<file path="config.mk">
export PLATFORM = sky130hd
export DESIGN_NAME = rpc_region_match
export DESIGN_NICKNAME = d
export VERILOG_FILES = /design/src/rtl/rpc_pkg.sv /design/src/rtl/rpc_region_match.sv
export SDC_FILE = /design/constraint.sdc
export NUM_CORES = 1
export LEC_CHECK = 0
export ABC_AREA = 0
export BUFFER_PORTS_ARGS = -buffer_cell sky130_fd_sc_hd__buf_2
export CAP_MARGIN = 15
export CORE_MARGIN = 2
export CORE_UTILIZATION = 35
export DETAILED_ROUTE_END_ITERATION = 8
export MAX_ROUTING_LAYER = met4
export PLACE_DENSITY_LB_ADDON = 0.25
export SKIP_LAST_GASP = 1
export SLEW_MARGIN = 15
export SYNTH_ARGS = -nofsm -noshare
export SYNTH_HDL_FRONTEND = slang
export SYNTH_SLANG_ARGS = --single-unit
</file>
<file path="constraint.sdc">
create_clock -name vclk -period 3.1
set_input_delay 0.31 -clock vclk [all_inputs]
set_output_delay 0.31 -clock vclk [all_outputs]
set_load 0.03 [all_outputs]
</file>
<file path="src/rtl/rpc_pkg.sv">
// Package: register map, field layout and carriers of the region protection checker
package rpc_pkg;

    // ------------------------------------------------------------
    // Register byte addresses
    // ------------------------------------------------------------
    localparam logic [31:0] RPC_ADDR_UNIT_INFO  = 32'hE000ED90;
    localparam logic [31:0] RPC_ADDR_CONTROL    = 32'hE000ED94;
    localparam logic [31:0] RPC_ADDR_SELECT     = 32'hE000ED98;
    localparam logic [31:0] RPC_ADDR_BASE       = 32'hE000ED9C;
    localparam logic [31:0] RPC_ADDR_LIMIT      = 32'hE000EDA0;
    localparam logic [31:0] RPC_ADDR_ATTR_LOW   = 32'hE000EDC0;
    localparam logic [31:0] RPC_ADDR_ATTR_HIGH  = 32'hE000EDC4;
    localparam logic [31:0] RPC_ADDR_IRQ_STATUS = 32'hE000EDD0;
    localparam logic [31:0] RPC_ADDR_IRQ_ENABLE = 32'hE000EDD4;
    localparam logic [31:0] RPC_ADDR_IRQ_CLEAR  = 32'hE000EDD8;
    localparam logic [31:0] RPC_ADDR_FAULT_ADDR = 32'hE000EDDC;

    // ------------------------------------------------------------
    // Field positions and reset values
    // ------------------------------------------------------------
    localparam int          RPC_COUNT_LSB      = 8;
    localparam int          RPC_COUNT_MSB      = 15;
    localparam int          RPC_SEPARATE_BIT   = 0;
    localparam int          RPC_CTRL_ENABLE    = 0;
    localparam int          RPC_CTRL_HFNMI     = 1;
    localparam int          RPC_CTRL_PRIVDEF   = 2;
    localparam logic [2:0]  RPC_CTRL_RESET     = 3'h0;
    localparam logic [7:0]  RPC_REGIONS_BUILT  = 8'h08;
    localparam logic [7:0]  RPC_REGIONS_NONE   = 8'h00;
    localparam int          RPC_ADDR_LSB       = 5;
    localparam int          RPC_RLAR_EN        = 0;
    localparam int          RPC_RBAR_XN        = 0;
    localparam int          RPC_RBAR_AP_LSB    = 1;
    localparam int          RPC_RBAR_SH_LSB    = 3;
    localparam int          RPC_RLAR_IDX_LSB   = 1;
    localparam logic [4:0]  RPC_LIMIT_FILL     = 5'h1F;
    localparam logic [31:0] RPC_SCS_BASE       = 32'hE000E000;
    localparam logic [31:0] RPC_SCS_TOP        = 32'hE000EFFF;
    localparam logic [31:0] RPC_VTAB_TOP       = 32'h000003FF;
    localparam int          RPC_EVT_PROHIBIT   = 0;
    localparam int          RPC_EVT_OVERLAP    = 1;
    localparam logic [1:0]  RPC_RESP_OKAY      = 2'h0;
    localparam logic [1:0]  RPC_RESP_SLVERR    = 2'h2;

    // Attribute byte encodings: upper nibble zero means device memory
    localparam logic [7:0]  RPC_ATTR_DEV_ORDERED = 8'h04;
    localparam logic [7:0]  RPC_ATTR_DEV_STRICT  = 8'h00;

    // ------------------------------------------------------------
    // Carriers
    // ------------------------------------------------------------
    typedef struct packed {
        logic        valid;
        logic [31:0] addr;
        logic        write;
        logic        fetch;
        logic        priv;
        logic        handler_hf;
    } rpc_access_t;

    typedef struct packed {
        logic        valid;
        logic        fault;
        logic        overlap;
        logic [7:0]  attr;
        logic        shareable;
        logic        ordered;
        logic [3:0]  region;
        logic        hit;
    } rpc_result_t;

    typedef struct packed {
        logic [26:0] base;
        logic [1:0]  sh;
        logic [1:0]  ap;
        logic        xn;
        logic [26:0] limit;
        logic [2:0]  attr_idx;
        logic        en;
    } rpc_region_t;

endpackage

</file>
<file path="src/rtl/rpc_region_match.sv">
// One region comparator: hit and permission check for one region
`timescale 1ns/1ps
`default_nettype none
module rpc_region_match
    import rpc_pkg::*;
(
    input  wire rpc_region_t cfg_i,
    input  wire rpc_access_t acc_i,
    output logic             hit_o,
    output logic             deny_o
);
    // ------------------------------------------------------------
    // Address window and permission decode
    // ------------------------------------------------------------
    logic [26:0] page;
    assign page  = acc_i.addr[31:RPC_ADDR_LSB];
    assign hit_o = cfg_i.en && (page >= cfg_i.base) && (page <= cfg_i.limit);
    // AP[1] read-only, AP[0] unprivileged allowed, XN no fetch
    always_comb
    begin
        deny_o = 1'b0;
        if (!cfg_i.ap[0] && !acc_i.priv)
            deny_o = 1'b1;
        if (cfg_i.ap[1] && acc_i.write)
            deny_o = 1'b1;
        if (cfg_i.xn && acc_i.fetch)
            deny_o = 1'b1;
    end
endmodule
`default_nettype wire

</file>
==> impl_metrics.ini <==
[outcome]
status = completed

[floorplan]
initial_utilization_pct = 36.87
io_pins = 102
die_h_um = 66.57
core_area_mm2 = 0.003716
die_w_um = 66.57
rows = 22
die_area_mm2 = 0.004431

[min_path]
min-delay-start = cfg_i[32]
holdPathEnd = deny_o
hold_path.class = primary input to primary output
holdPathStages = 3

[synthesis]
syn_nets = 348
postSynthCellCount = 194
ys.warnings.count = 0
syn_avg_cell_area_um2 = 7.062
ys_seq_area_share_pct = 0
synthesis.area_mm2 = 0.001370
ys_types = 20

[timing]
slew_headroom_pct = 75.18
period_share_pct = 70.96
finalSetupTns_ns = 0
hold_viol = 0
slew_violations = 0
fin_crit_ns = 2.200
grt_setup_unrepaired = false
setup_viol = 0
fmax_ghz = 0.4546
worstMarginPinSlew_ns = 0.3689

[global_routing]
antenna_found_initial = 0
grt_max_degree = 4
track_usage_pct = 14.12
grt_pass1_vias = 1439
grt_pass1_wl_um = 5064
gr-total-overflow = 0

[worst_setup_path]
path_cells = buf_2 > inv_1 > ha_1 > a21o_1 > nand3_1 > a21oi_1 > nor4_1 > o31ai_1 > a211oi_1 > buf_2
crit_slowest_cell = nor4_1
path_common_cell = buf_2
crit_arrival_ns = 1.89
required_ns = 2.79
endpoint_kind = primary output
critPathKind = primary input to primary output
critPathMaxFanout = 2
worstSetupStartpointType = primary input
slowest_delay_ns = 0.37

[route]
wl_per_cell_um = 9.214
ant_nets = 0
drtIter0Drc = 15
wl_um = 3059
route.detailed.drc = 0
vias = 1549
firstDrtPassIters = 2
vias_per_cell = 4.666

[power]
power_w = 0.0002124
p_leak_nw = 1.217
power.density_mw_per_mm2 = 113.0
max-vdd-ir-drop_v = 0.00004754

[clocking]
cts_resized = 0
cts_setup_buffers = 0
cts_hold_buf = 0

[final_layout]
layout_commonest_cell = buf_2
synthToLayoutAreaGrowth_pct = 37.26
seq_cell_count = 0
fillers = 416
finalInstanceArea_mm2 = 0.001881
n_clock_buffer = 0
antenna_cells = 0
drive_gt1_share_pct = 32.39
layout_common_cells = 90 x buf_2, 54 x ha_1, 53 x inv_1, 21 x a21oi_1, 11 x nand3_1
fin_nets = 440
ff_latch_area_um2 = 0
multiInputGateArea_mm2 = 0.001171

[placement]
gp_congestion = 0.7605
port_buffers = 90
place_area_mm2 = 0.001881
dpl.hpwl_um = 3034

[run]
cap_violations = 0
worst max path at each step:
stage                          from    end  slack, ns  cells after the start
after floorplan            acc_i[9]  hit_o       0.81                      8
after global placement     cfg_i[8]  hit_o       0.89                     10
after detailed placement   cfg_i[8]  hit_o       0.88                     10
after CTS                  cfg_i[8]  hit_o       0.88                     10
after global routing      cfg_i[46]  hit_o       0.72                      9
final                      cfg_i[8]  hit_o       0.90                     10
cell type report:
cell class,count,share of cell area [%]
inverter,53,10.58
multi-input combinational,141,62.28
tap,48,3.194
timing repair buffer,90,23.95
per-layer routing:
| metal | track usage, % | up-vias | wire (um) |
|---|---|---|---|
| met1 | 16.13 | 644 | 1352 |
| met2 | 28.88 | 49 | 1514 |
| met3 | 0.1689 | 0 | 193 |
| met5 | - | - | 0 |
| met4 | 0 | 0 | 0 |
| li1 | - | 856 | - |
cells by family (layout without fill, tap and decap cells):
group           count (synthesis)  count (layout)  synth area share [%]
fa+ha+maj                      54              54                 49.32
simple gates                   42              42                 16.62
buf+inv                        53             143                 14.52
compound gates                 45              45                 19.54
synth_stat cells, drive strengths merged:
cell / instances / area (um^2)
a211oi: 5 / 37.54
nand3b: 1 / 7.510
nand2b: 1 / 13.76
a21o: 5 / 37.54
nand4: 8 / 50.05
nor4b: 1 / 15.01
o211ai: 2 / 15.01
nand3: 11 / 55.05
nand2: 7 / 26.28
nor2b: 2 / 12.51
nor4: 1 / 6.260
o21ai: 8 / 40.04
inv: 53 / 198.9
o311a: 1 / 10.01
nor3: 3 / 15.01
a21oi: 21 / 105.1
a22oi: 1 / 7.510
o31ai: 2 / 15.01
nor2: 7 / 26.28
ha: 54 / 675.7
critical path, delay by kind of cell:
| family | cells | cell delay, ns |
|---|---|---|
| compound gates | 4 | 0.50 |
| fa+ha+maj | 1 | 0.30 |
| buf+inv | 3 | 0.33 |
| simple gates | 2 | 0.44 |
report_power, final:
group	switching, W	internal [W]	total [W]
registers	0	0	0
logic	0.000103	0.000110	0.000212
clock network	0	0	0
stage by stage:
step	utilization (%)	setup WS, ns	cells	hold WS, ns
global placement	50.61	0.8858	332	0.9149
finish	50.61	0.9003	332	0.9171
CTS	50.61	0.8812	332	0.9215
global route	50.61	0.7245	332	0.9577
floorplan	-	0.8094	194	0.7919
detailed placement	50.61	0.8840	332	0.9183
(Power assumes the default switching activity.)
